**src/gate_driver_mode_pkg.sv**
```systemverilog
// constants and types shared by the gate driver mode sequencer
package gate_driver_mode_pkg;

    // ==========================================================
    // clock and delay timing
    // ==========================================================
    localparam int CLK_PERIOD_NS = 10;
    // longest sleep-entry delay; a longest time rounds down
    localparam int T_SLEEP_MAX_NS = 850000;
    localparam int SLEEP_CYC = T_SLEEP_MAX_NS / CLK_PERIOD_NS;
    // plain defaults for delays whose figures are not fixed
    localparam int T_STARTUP_NS = 640;
    localparam int STARTUP_CYC = (T_STARTUP_NS + CLK_PERIOD_NS - 1) / CLK_PERIOD_NS;
    localparam int T_WAKE_NS = 2000;
    localparam int WAKE_CYC = (T_WAKE_NS + CLK_PERIOD_NS - 1) / CLK_PERIOD_NS;
    localparam int T_SHUTDOWN_NS = 320;
    localparam int SHUTDOWN_CYC = (T_SHUTDOWN_NS + CLK_PERIOD_NS - 1) / CLK_PERIOD_NS;
    localparam int T_RECOVER_NS = 1000;
    localparam int RECOVER_CYC = (T_RECOVER_NS + CLK_PERIOD_NS - 1) / CLK_PERIOD_NS;
    localparam int DLY_W = 17;

    // ==========================================================
    // fault sources (bit positions of the fault vector)
    // ==========================================================
    localparam int NUM_FAULTS = 9;
    localparam int FLT_VM_UV = 0;
    localparam int FLT_VM_OV = 1;
    localparam int FLT_CP_UV = 2;
    localparam int FLT_VDS_OCP = 3;
    localparam int FLT_CS_OCP = 4;
    localparam int FLT_VGS = 5;
    localparam int FLT_TWARN = 6;
    localparam int FLT_TSD = 7;
    localparam int FLT_BUCK = 8;

    // ==========================================================
    // function blocks that a fault may disable
    // ==========================================================
    localparam int NUM_BLK = 4;
    localparam int BLK_BUCK = 0;
    localparam int BLK_CP = 1;
    localparam int BLK_GATE_LDO = 2;
    localparam int BLK_DRIVER = 3;
    localparam int NUM_PHASES = 3;

    typedef enum logic [1:0] {
        MODE_SHUTDOWN,
        MODE_SLEEP,
        MODE_OPERATING,
        MODE_FAULT
    } mode_t;

endpackage

```
**src/gate_driver_mode_fsm.sv**
```systemverilog
// mode state machine of a three-phase gate driver
// Summary of operation
// - rail below falling threshold forces Shutdown.
// - Shutdown keeps only standby and logic LDOs, logic LDO low power.
// - rail above rising threshold with enable low means Sleep.
// - Sleep disables gate outputs and ignores all control inputs.
// - Sleep disables buck, pump, gate LDO; keeps standby and low-power logic LDO.
// - rail up, enable high and no fault means Operating.
// - Operating enables buck, pump, gate LDO, normal logic LDO, no standby.
// - Operating drives gate outputs from the selected control signals.
// - Fault mode reports on the fault pin and a readable status.
// - listed faults are detected and any of them enters Fault mode.
// - Shutdown goes to Sleep after start-up delay once rail rises.
// - enable high in Sleep powers up and enters Operating after wake delay.
// - enable low in Operating powers down, Sleep after sleep-entry delay.
// - control registers reset entering Sleep or Shutdown from active modes.
// - rail falling from any mode enters Shutdown after shutdown delay.
// - a fault in Operating enters Fault mode with its response.
// - further faults keep Fault mode; block disables are ANDed.
// - fault cleared and recovered returns to Operating after recovery delay.
// - enable low in Fault mode enters Sleep after recovery delay.
// - logic LDO goes low power whenever enable is low.
`timescale 1ns/100ps
module gate_driver_mode_fsm
#(
    parameter int STARTUP_DLY = gate_driver_mode_pkg::STARTUP_CYC,
    parameter int WAKE_DLY = gate_driver_mode_pkg::WAKE_CYC,
    parameter int SLEEP_DLY = gate_driver_mode_pkg::SLEEP_CYC,
    parameter int SHUTDOWN_DLY = gate_driver_mode_pkg::SHUTDOWN_CYC,
    parameter int RECOVER_DLY = gate_driver_mode_pkg::RECOVER_CYC
) (
    input wire logic clk_i,
    input wire logic srst_i,
    input wire logic rail_por_rise_i,
    input wire logic rail_por_fall_i,
    input wire logic enable_i,
    input wire logic [gate_driver_mode_pkg::NUM_FAULTS-1:0] fault_i,
    input wire logic [gate_driver_mode_pkg::NUM_FAULTS*gate_driver_mode_pkg::NUM_BLK-1:0]
        fault_blk_dis_n_i,
    input wire logic recovery_done_i,
    input wire logic [gate_driver_mode_pkg::NUM_PHASES-1:0] high_side_ctrl_i,
    input wire logic [gate_driver_mode_pkg::NUM_PHASES-1:0] low_side_ctrl_i,
    output gate_driver_mode_pkg::mode_t mode_o,
    output logic buck_en_o,
    output logic charge_pump_en_o,
    output logic gate_ldo_en_o,
    output logic standby_ldo_en_o,
    output logic logic_supply_ldo_en_o,
    output logic logic_supply_ldo_lowpwr_o,
    output logic gate_out_en_o,
    output logic [gate_driver_mode_pkg::NUM_PHASES-1:0] gate_high_o,
    output logic [gate_driver_mode_pkg::NUM_PHASES-1:0] gate_low_o,
    output logic ctrl_reg_rst_o,
    output logic fault_report_n_o,
    output logic [gate_driver_mode_pkg::NUM_FAULTS-1:0] fault_status_o
);
    import gate_driver_mode_pkg::*;

    // ==========================================================
    // states
    // ==========================================================
    // wait states apply the new power set but hold the old mode while supplies settle
    typedef enum logic [3:0] {
        ST_SHUTDOWN,
        ST_STARTUP,
        ST_SLEEP,
        ST_WAKE,
        ST_OPER,
        ST_SLEEP_ENTRY,
        ST_FAULT,
        ST_FAULT_REC,
        ST_FAULT_EXIT,
        ST_SHUT_ENTRY
    } state_t;

    state_t state_reg, state_next;
    logic shut_src_reg;
    logic timer_done;
    logic [DLY_W-1:0] dwell_reg;

    function automatic logic is_wait(input state_t s);
        return s inside {ST_STARTUP, ST_WAKE, ST_SLEEP_ENTRY, ST_FAULT_REC,
                         ST_FAULT_EXIT, ST_SHUT_ENTRY};
    endfunction
    function automatic logic [DLY_W-1:0] delay_for(input state_t s);
        case (s)
            ST_STARTUP: return DLY_W'(STARTUP_DLY);
            ST_WAKE: return DLY_W'(WAKE_DLY);
            ST_SLEEP_ENTRY: return DLY_W'(SLEEP_DLY);
            ST_SHUT_ENTRY: return DLY_W'(SHUTDOWN_DLY);
            default: return DLY_W'(RECOVER_DLY);
        endcase
    endfunction
    function automatic logic is_active(input state_t s);
        return s inside {ST_OPER, ST_SLEEP_ENTRY, ST_FAULT, ST_FAULT_REC,
                         ST_FAULT_EXIT};
    endfunction

    // ==========================================================
    // decode
    // ==========================================================
    wire any_fault_w = |fault_i;
    wire in_shut_w = state_reg inside {ST_SHUTDOWN, ST_SHUT_ENTRY};
    wire go_shut_w = rail_por_fall_i && !in_shut_w;
    wire timer_load_w = (state_next != state_reg) && is_wait(state_next);

    // a fault that is not active asks for nothing, so it reads as all ones
    logic [NUM_BLK-1:0] blk_dis_n;
    always_comb
    begin
        blk_dis_n = '1;
        for (int f = 0; f < NUM_FAULTS; f++)
        begin
            if (fault_i[f])
                blk_dis_n = blk_dis_n & fault_blk_dis_n_i[f*NUM_BLK +: NUM_BLK];
        end
    end
    // ==========================================================
    // next state
    // ==========================================================
    always_comb
    begin
        state_next = state_reg;
        if (go_shut_w)
            state_next = ST_SHUT_ENTRY;
        else
        begin
            case (state_reg)
                ST_SHUTDOWN:
                    if (rail_por_rise_i && !rail_por_fall_i)
                        state_next = ST_STARTUP;
                ST_STARTUP:
                    if (timer_done)
                        state_next = ST_SLEEP;
                ST_SLEEP:
                    if (enable_i)
                        state_next = ST_WAKE;
                ST_WAKE:
                    if (timer_done)
                        state_next = ST_OPER;
                ST_OPER:
                    if (any_fault_w)
                        state_next = ST_FAULT;
                    else if (!enable_i)
                        state_next = ST_SLEEP_ENTRY;
                ST_SLEEP_ENTRY:
                    if (timer_done)
                        state_next = ST_SLEEP;
                ST_FAULT:
                    if (!enable_i)
                        state_next = ST_FAULT_EXIT;
                    else if (!any_fault_w && recovery_done_i)
                        state_next = ST_FAULT_REC;
                ST_FAULT_REC:
                    if (any_fault_w)
                        state_next = ST_FAULT;
                    else if (timer_done)
                        state_next = ST_OPER;
                ST_FAULT_EXIT:
                    if (timer_done)
                        state_next = ST_SLEEP;
                ST_SHUT_ENTRY:
                    if (timer_done)
                        state_next = ST_SHUTDOWN;
                default:
                    state_next = ST_SHUTDOWN;
            endcase
        end
    end
    // ==========================================================
    // output decode from the state being entered
    // ==========================================================
    wire low_set_w = state_next inside {ST_SHUTDOWN, ST_STARTUP, ST_SLEEP,
                                        ST_SLEEP_ENTRY, ST_FAULT_EXIT,
                                        ST_SHUT_ENTRY};
    wire full_set_w = state_next inside {ST_WAKE, ST_OPER, ST_FAULT_REC};
    wire flt_set_w = (state_next == ST_FAULT);
    wire buck_next = full_set_w || (flt_set_w && blk_dis_n[BLK_BUCK]);
    wire cp_next = full_set_w || (flt_set_w && blk_dis_n[BLK_CP]);
    wire gldo_next = full_set_w || (flt_set_w && blk_dis_n[BLK_GATE_LDO]);
    wire drv_next = (state_next == ST_OPER)
                    || (flt_set_w && blk_dis_n[BLK_DRIVER]);
    wire lowpwr_next = low_set_w || !enable_i;
    wire rst_next = ((state_reg inside {ST_SLEEP_ENTRY, ST_FAULT_EXIT})
                     && state_next == ST_SLEEP)
                    || (state_reg == ST_SHUT_ENTRY && state_next == ST_SHUTDOWN
                        && shut_src_reg);

    mode_t mode_next;
    always_comb
    begin
        case (state_next)
            ST_SHUTDOWN, ST_STARTUP: mode_next = MODE_SHUTDOWN;
            ST_SLEEP, ST_WAKE: mode_next = MODE_SLEEP;
            ST_OPER, ST_SLEEP_ENTRY: mode_next = MODE_OPERATING;
            ST_FAULT, ST_FAULT_REC, ST_FAULT_EXIT: mode_next = MODE_FAULT;
            default: mode_next = mode_o;
        endcase
    end
    // ==========================================================
    // delay timer
    // ==========================================================
    mode_delay_timer #(
        .W(DLY_W)
    ) u_timer (
        .clk_i(clk_i),
        .srst_i(srst_i),
        .load_i(timer_load_w),
        .count_i(delay_for(state_next)),
        .done_o(timer_done)
    );
    // ==========================================================
    // registers
    // ==========================================================
    always_ff @(posedge clk_i)
    begin
        if (srst_i)
        begin
            state_reg <= ST_SHUTDOWN;
            shut_src_reg <= 1'b0;
        end
        else
        begin
            state_reg <= state_next;
            if (go_shut_w)
                shut_src_reg <= is_active(state_reg);
        end
    end

    always_ff @(posedge clk_i)
    begin
        if (srst_i)
        begin
            mode_o <= MODE_SHUTDOWN;
            buck_en_o <= 1'b0;
            charge_pump_en_o <= 1'b0;
            gate_ldo_en_o <= 1'b0;
            standby_ldo_en_o <= 1'b1;
            logic_supply_ldo_en_o <= 1'b1;
            logic_supply_ldo_lowpwr_o <= 1'b1;
            gate_out_en_o <= 1'b0;
            gate_high_o <= '0;
            gate_low_o <= '0;
            ctrl_reg_rst_o <= 1'b0;
        end
        else
        begin
            mode_o <= mode_next;
            buck_en_o <= buck_next;
            charge_pump_en_o <= cp_next;
            gate_ldo_en_o <= gldo_next;
            standby_ldo_en_o <= !(full_set_w || flt_set_w);
            logic_supply_ldo_en_o <= 1'b1;
            logic_supply_ldo_lowpwr_o <= lowpwr_next;
            gate_out_en_o <= drv_next;
            gate_high_o <= drv_next ? high_side_ctrl_i : '0;
            gate_low_o <= drv_next ? low_side_ctrl_i : '0;
            ctrl_reg_rst_o <= rst_next;
        end
    end

    // the pin and status stay quiet in Shutdown and shutdown entry, where in_shut_w masks the faults
    always_ff @(posedge clk_i)
    begin
        if (srst_i)
        begin
            fault_report_n_o <= 1'b1;
            fault_status_o <= '0;
        end
        else
        begin
            fault_report_n_o <= !(any_fault_w && !in_shut_w);
            fault_status_o <= in_shut_w ? '0 : fault_i;
        end
    end
    // ==========================================================
    // checks
    // ==========================================================
    always_ff @(posedge clk_i)
    begin
        if (srst_i || state_next != state_reg)
            dwell_reg <= '0;
        else if (dwell_reg != '1)
            dwell_reg <= dwell_reg + DLY_W'(1);
    end
endmodule // gate_driver_mode_fsm

```
**src/mode_delay_timer.sv**
```systemverilog
// one-shot down counter that times the mode transition delays
`timescale 1ns/100ps
module mode_delay_timer #(
    parameter int W = 17
) (
    input wire logic clk_i,
    input wire logic srst_i,
    input wire logic load_i,
    input wire logic [W-1:0] count_i,
    output logic done_o
);
    logic [W-1:0] cnt_reg;
    logic run_reg;
    logic done_reg;
    wire last_w = run_reg && (cnt_reg <= W'(1));

    // done rises count_i cycles after the load edge; a reload restarts it
    always_ff @(posedge clk_i)
    begin
        if (srst_i)
        begin
            cnt_reg <= '0;
            run_reg <= 1'b0;
            done_reg <= 1'b0;
        end
        else
        begin
            done_reg <= last_w && !load_i;
            if (load_i)
            begin
                cnt_reg <= count_i;
                run_reg <= 1'b1;
            end
            else if (last_w)
                run_reg <= 1'b0;
            else if (run_reg)
                cnt_reg <= cnt_reg - W'(1);
        end
    end

    assign done_o = done_reg;
endmodule // mode_delay_timer

```
**config.mk**
```make
export PLATFORM = sky130hd
export DESIGN_NAME = gate_driver_mode_fsm
export DESIGN_NICKNAME = d
export VERILOG_FILES = /design/src/gate_driver_mode_pkg.sv /design/src/gate_driver_mode_fsm.sv /design/src/mode_delay_timer.sv
export SDC_FILE = /design/constraint.sdc
export NUM_CORES = 1
export LEC_CHECK = 0
export BUFFER_PORTS_ARGS = -buffer_cell sky130_fd_sc_hd__buf_2
export CORE_MARGIN = 8
export CORE_UTILIZATION = 52
export DETAILED_ROUTE_END_ITERATION = 10
export PLACE_DENSITY = 0.86
export SETUP_SLACK_MARGIN = 0.1
export SLEW_MARGIN = 20
export SYNTH_ARGS = -nofsm -noshare
export SYNTH_HDL_FRONTEND = slang
export SYNTH_HIERARCHICAL = 1
export SYNTH_SLANG_ARGS = --single-unit
```
**constraint.sdc**
```tcl
create_clock -name clk_i -period 3.1 [get_ports clk_i]
set_input_delay 0.465 -clock clk_i [delete_from_list [all_inputs] [get_ports clk_i]]
set_output_delay 0.465 -clock clk_i [all_outputs]
set_load 0.01 [all_outputs]
```
After elaboration in Yosys (flattened, before gate mapping)
Index checks and enable logic that the tools add are counted.
{"block": "totals", "reg_bits": 49, "input_bits": 57, "output_inout_bits": 26, "elab_cells": 124}
{"block": "op_classes", "n_addsub": 1, "n_lt_le_gt_ge": 1, "n_eq_ne": 20, "mux": 28, "n_bitwise": 9, "n_reduce_logical": 48}
{"operator": "two-way mux 4 bit", "n": 20}
{"operator": "one-hot mux 17 bit (4 select lines)", "n": 1}
{"operator": "two-way mux 17 bit", "n": 3}
{"operator": "bitwise AND 4 bit", "n": 8}
{"operator": "equality test 4 x 3 -> 1 bit (second input constant)", "n": 8}
{"operator": "one-hot mux 4 bit (8 select lines)", "n": 1}
{"operator": "<= comparator 17 x 1 -> 1 bit (second input constant)", "n": 1}
{"operator": "subtractor 17 x 1 -> 17 bit (second input constant)", "n": 1}
{"operator": "equality test 4 x 2 -> 1 bit (second input constant)", "n": 4}
{"operator": "equality test 4 bit (second input constant)", "n": 4}
{"operator": "logical AND 1 bit", "n": 14}
{"operator": "nonzero test 6 bit", "n": 2}
{"operator": "OR reduction 2 bit", "n": 5}
{"operator": "OR reduction 9 bit", "n": 1}
{"operator": "equality test 4 x 1 -> 1 bit (second input constant)", "n": 2}
{"operator": "zero test 4 bit", "n": 2}
{"operator": "one-hot mux 2 bit (4 select lines)", "n": 1}
{"operator": "nonzero test 2 bit", "n": 4}
{"operator": "zero test 1 bit", "n": 7}
{"operator": "logical OR 1 bit", "n": 7}
{"operator": "OR reduction 3 bit", "n": 2}
{"operator": "nonzero test 5 bit", "n": 1}
{"operator": "inequality test 4 bit", "n": 1}
{"operator": "nonzero test 4 bit", "n": 1}
{"operator": "5 further kinds", "n": 6}

Longest topological paths before layout
{"block": "depth", "ltp_word": 21, "mapped_depth": 14, "mapped_depth_nobuf": 11}

By module
Netlist, hierarchy kept.
{"module": "gate_driver_mode_fsm", "instances": 1, "cells_per_inst": 207, "area_each_um2": 1642.8, "seq_area_each_um2": 600.6}
{"module": "mode_delay_timer", "instances": 1, "cells_per_inst": 143, "area_each_um2": 1134.8, "seq_area_each_um2": 380.4}

Worst setup path after synthesis
No wires, ideal clock.
{"block": "synth_timing", "path_type": "in2reg", "startpoint": "input port fault_i[3] (netlist bit)", "endpoint": "register u_timer.cnt_reg[13]", "setup_ns": 0.128, "arrival_time_ns": 2.624, "required_ns": 2.972, "path_slack_ns": 0.348, "stages": 13, "path_buffers": 2, "cell_sequence": "nor4_2 nand3_1 mux2i_1 a21o_1 buf_4 nand3_1 and3_1 nand2b_1 nor4_2 and3_4 or3_1 buf_4 o22ai_1"}
{"block": "synth_via", "elab_chain_cells": 12, "word_cells_on_any_way": 22, "cone_classes": "eq/ne: 8; mux: 7; reduce/logical: 7"}
{"item": "from (decl)", "line": "gate_driver_mode_fsm.sv:37", "rtl": "input wire logic [gate_driver_mode_pkg::NUM_FAULTS-1:0] fault_i,"}
{"item": "OR reduction 9 bit *", "line": "gate_driver_mode_fsm.sv:102", "rtl": "wire any_fault_w = |fault_i;"}
{"item": "zero test 1 bit", "line": "gate_driver_mode_fsm.sv:152", "rtl": "else if (!any_fault_w && recovery_done_i)"}
{"item": "logical AND 1 bit", "line": "gate_driver_mode_fsm.sv:152"}
{"item": "two-way mux 4 bit", "line": "gate_driver_mode_fsm.sv:152"}
{"item": "two-way mux 4 bit", "line": "gate_driver_mode_fsm.sv:150", "rtl": "if (!enable_i)"}
{"item": "one-hot mux 4 bit (8 select lines) *", "line": "gate_driver_mode_fsm.sv:128", "rtl": "case (state_reg)"}
{"item": "two-way mux 4 bit *", "line": "gate_driver_mode_fsm.sv:124", "rtl": "if (go_shut_w)"}
{"item": "equality test 4 x 1 -> 1 bit (tied with other cells)", "line": "gate_driver_mode_fsm.sv:82", "rtl": "return s inside {ST_STARTUP, ST_WAKE, ST_SLEEP_ENTRY, ST_FAULT_REC,"}
{"item": "nonzero test 6 bit", "line": "gate_driver_mode_fsm.sv:82"}
{"item": "logical AND 1 bit *", "line": "gate_driver_mode_fsm.sv:105", "rtl": "wire timer_load_w = (state_next != state_reg) && is_wait(state_next);"}
{"item": "via timer_load_w", "line": "gate_driver_mode_fsm.sv:105"}
{"item": "inequality test 2 x 1 -> 1 bit (no source line) / nonzero test 2 bit (equally long branches)"}
{"item": "AND reduction 2 bit (no source line)"}
{"item": "to (signal assigned)", "line": "mode_delay_timer.sv:31", "rtl": "cnt_reg <= count_i;"}
{"item": "to (signal assigned)", "line": "mode_delay_timer.sv:37", "rtl": "cnt_reg <= cnt_reg - W'(1);"}
{"item": "to (decl)", "line": "mode_delay_timer.sv:12", "rtl": "logic [W-1:0] cnt_reg;"}
The timed path passes the listed nets; every way through them passes the cells marked *.
A chain may end at the register's enable or synchronous reset.

Worst setup path after layout
{"block": "layout_timing", "startpoint": "register state_reg[1]", "endpoint": "register u_timer.cnt_reg[0]"}
{"block": "layout_via", "elab_chain_cells": 10, "word_cells_on_any_way": 39, "cone_classes": "eq/ne: 17; mux: 13; reduce/logical: 9"}
{"item": "from (decl)", "line": "gate_driver_mode_fsm.sv:76", "rtl": "state_t state_reg, state_next;"}
{"item": "from (signal assigned)", "line": "gate_driver_mode_fsm.sv:224", "rtl": "state_reg <= state_next;"}
{"item": "branches (longest 7 deep; another with one-hot mux 4 bit (8 select lines))"}
{"item": "logical AND 1 bit *", "line": "gate_driver_mode_fsm.sv:105"}
{"item": "via timer_load_w", "line": "gate_driver_mode_fsm.sv:105"}
{"item": "inequality test 2 x 1 -> 1 bit (no source line) / nonzero test 2 bit (equally long branches)"}
{"item": "AND reduction 2 bit (no source line)"}
Mark *: on every way through the listed nets, which the timed path passes.

==> impl_metrics.py <==
metrics = {
    "outcome": {
        "outcome": "complete, no violations",
    },
    "sta": {
        "hold_viol_final": 0,
        "worst_slew_pin_slew_ps": 716,
        "slew_headroom_pct": 52.3,
        "whs_ps": 391,
        "rsz0062_at_grt": "no",
        "setup_viol": 0,
        "setup_tns_ps": 0,
        "fmax_mhz": 351,
        "period_minus_slack_ps": 2850,
        "skew_ps": 7.40,
        "fin_crit_sh_pct": 91.9,
        "setup_ws_ps": 250,
        "final_max_slew_viol_count": 0,
    },
    "layout": {
        "drive_above_1_share_pct": 29.3,
        "fin_nets": 502,
        "largest_reg_flops": 17,
        "final_common_cell": "buf_2",
        "num_antenna_cells": 0,
        "area_delta_synth_final_pct": 23.4,
        "final_cell_area_sq_um": 3430,
        "final_core_util_pct": 66.7,
        "final_cell_mix": "buf_2, dfxtp_1, nor2_1, inv_1",
        "instances_no_fill": 514,
    },
    "clock_tree": {
        "cts_made_buffers": 5,
        "clk_path_buf_depth": 2,
        "root_buffer": "clkbuf_8",
        "tritoncts": "built",
        "clk_latency_ps": 310,
        "post_cts_buffers": 0,
        "htree_levels": 2,
        "cts.sinks": 49,
        "path_clk_slew_ps": 100,
        "hold_buffers": 0,
    },
    "worst_setup_path": {
        "start_kind": "flip-flop",
        "cp_max_fo": 11,
        "critPathKind": "reg -> reg",
        "cp.arrival_ps": 3020,
        "worstReg2RegStart": "state_reg[1]$_SDFF_PP0_",
        "endpoint_kind": "flip-flop",
        "cp-startpoint": "state_reg[1]$_SDFF_PP0_",
        "crit_required_ps": 3270,
    },
    "synth": {
        "yosysTopAreaCell": "dfxtp_1",
        "syn_inst": 350,
        "yosysWarnings": 6,
        "synth.top_cell.area_share_pct": 35.3,
        "seq_area_frac_synth_pct": 35.3,
        "async_flop_share_pct": 0,
        "synth_edf_count": 0,
        "synth_area_leaders": "dfxtp_1, nor2_1, a21oi_1",
        "synth_seq_cells": 49,
        "synth-main-ff-cell": "dfxtp_1",
        "synth.distinct_cells": 64,
        "netlist_area_sq_um": 2780,
        "avgSynthCellArea_sq_um": 7.94,
    },
    "global_routing": {
        "grt_pass1_vias": 2843,
        "grt_max_degree": 37,
        "grtUsageTotal_pct": 21.3,
        "overflow": 0,
        "antenna_found_initial": 0,
        "grt_pass1_wl_mm": 13.4,
    },
    "detailed_routing": {
        "wl_per_cell_um": 16.4,
        "dr.first_iter.drc_count": 262,
        "drtPass1Iterations": 5,
        "routed_via_density": 5.90,
        "vias": 3032,
        "ant_nets": 0,
        "drt-total-wl_mm": 8.45,
        "route.detailed.drc": 0,
    },
    "power_and_ir_drop": {
        "ir_worst_vdd_v": 0.000577,
        "power-per-cell-area_nw_per_um2": 777,
        "power_mw": 2.66,
        "leakagePower_nw": 1.53,
    },
    "placed_design": {
        "hpwl_mm": 6.52,
        "portBuffers": 81,
        "gp_congestion": 0.941,
        "post-place-ws_ps": 27.1,
        "dpl.cell_count": 506,
        "placed_cell_area_sq_um": 3310,
    },
    "die": {
        "die_h_um": 89.1,
        "fp.dieW_um": 89.1,
        "ios": 83,
        "rows": 26,
        "initial_utilization_pct": 54.0,
        "die_area_sq_um": 7940,
        "core_sq_um": 5140,
    },
    "worst_hold_path": {
        "hold_class": "in -> reg",
        "worstHoldStart": "enable_i",
    },
    "run": {
        "drv_cap": 0,
    },
}
-- layer usage --
metal / GRT usage [%] / part of all wire, % / wire length, um
met3: 3.49 / 6.8 / 574
met1: 24.9 / 40 / 3390
met5: 0 / 0 / 0
met2: 38.3 / 51 / 4300
met4: 6.65 / 2.3 / 191
-- cells in the mapped netlist, drive strengths merged (2+ instances only) --
cell type   n
a21oi      22
or3         7
nand2      22
o22ai      12
conb        2
nand3      11
and3        4
buf        14
o211ai      5
nor3b       8
and2        9
a31oi      10
a222oi      3
or2         3
a32oi       2
nand3b      2
mux2i       2
nand4       2
inv        27
o22a        2
o311ai      3
a22oi       4
nand2b      5
dfxtp      49
o21ai      18
a211oi      2
nor3       18
o31ai       2
nor2       36
a21o        3
nor4        7
clkbuf      6
or4         3
nand4b      2
xor2        3
nor2b       6
ha          2
-- path summary, 6_finish.rpt --
check                                         end  slack, ps  cells after the start
min          logic_supply_ldo_lowpwr_o$_SDFF_PP1_        390                      2
min reg2reg      u_timer/cnt_reg[14]$_SDFFE_PP0P_        480                      2
max reg2reg       u_timer/cnt_reg[0]$_SDFFE_PP0P_        250                     11
max               u_timer/cnt_reg[0]$_SDFFE_PP0P_        250                     11
-- final cells by class --
class                   instances  area, sq um
multi-input cells             261         1610
fillers                       461         1710
inverters                      27          101
well taps                      70         87.6
repair buffers                 99          541
clock inverters                 3         28.8
clock buffers                   5         68.8
flip-flops and latches         49          987
-- cells by family after synthesis --
logic type                 count (synthesis)  share of synthesized area, %
buffers and inverters                     47                          7.97
muxes                                      2                         0.721
DFF                                       49                          35.3
xor gates and xnor gates                   4                          1.26
and+or+nand+nor                          148                          30.5
AOI/OAI and AO/OA                         96                          23.1
other                                      2                         0.270
adders and majority gates                  2                         0.901
-- worst max-delay path: stages (launching register included) --
cell and delay (ps):
dfxtp_4 400, nor3b_1 160, or4_4 560, a211oi_1 260
o211ai_1 140, and3_1 190, nand2b_1 170, nor4_2 230
a31oi_1 180, buf_4 200, a22oi_1 140, a21oi_1 80
-- power breakdown --
group          switching, mW  total, mW  internal, mW  leakage, nW
registers              0.135      0.899         0.764        0.401
clock network          0.233      0.402         0.169       0.0506
logic                  0.808       1.36         0.555         1.08
total                   1.18       2.66          1.49         1.53
-- what timing repair did --
item                                    CTS  global route
pin swaps                                 0             0
gates resized for setup                   1             5
endpoints found under the setup margin    4            18
(Power assumes the default switching activity.)
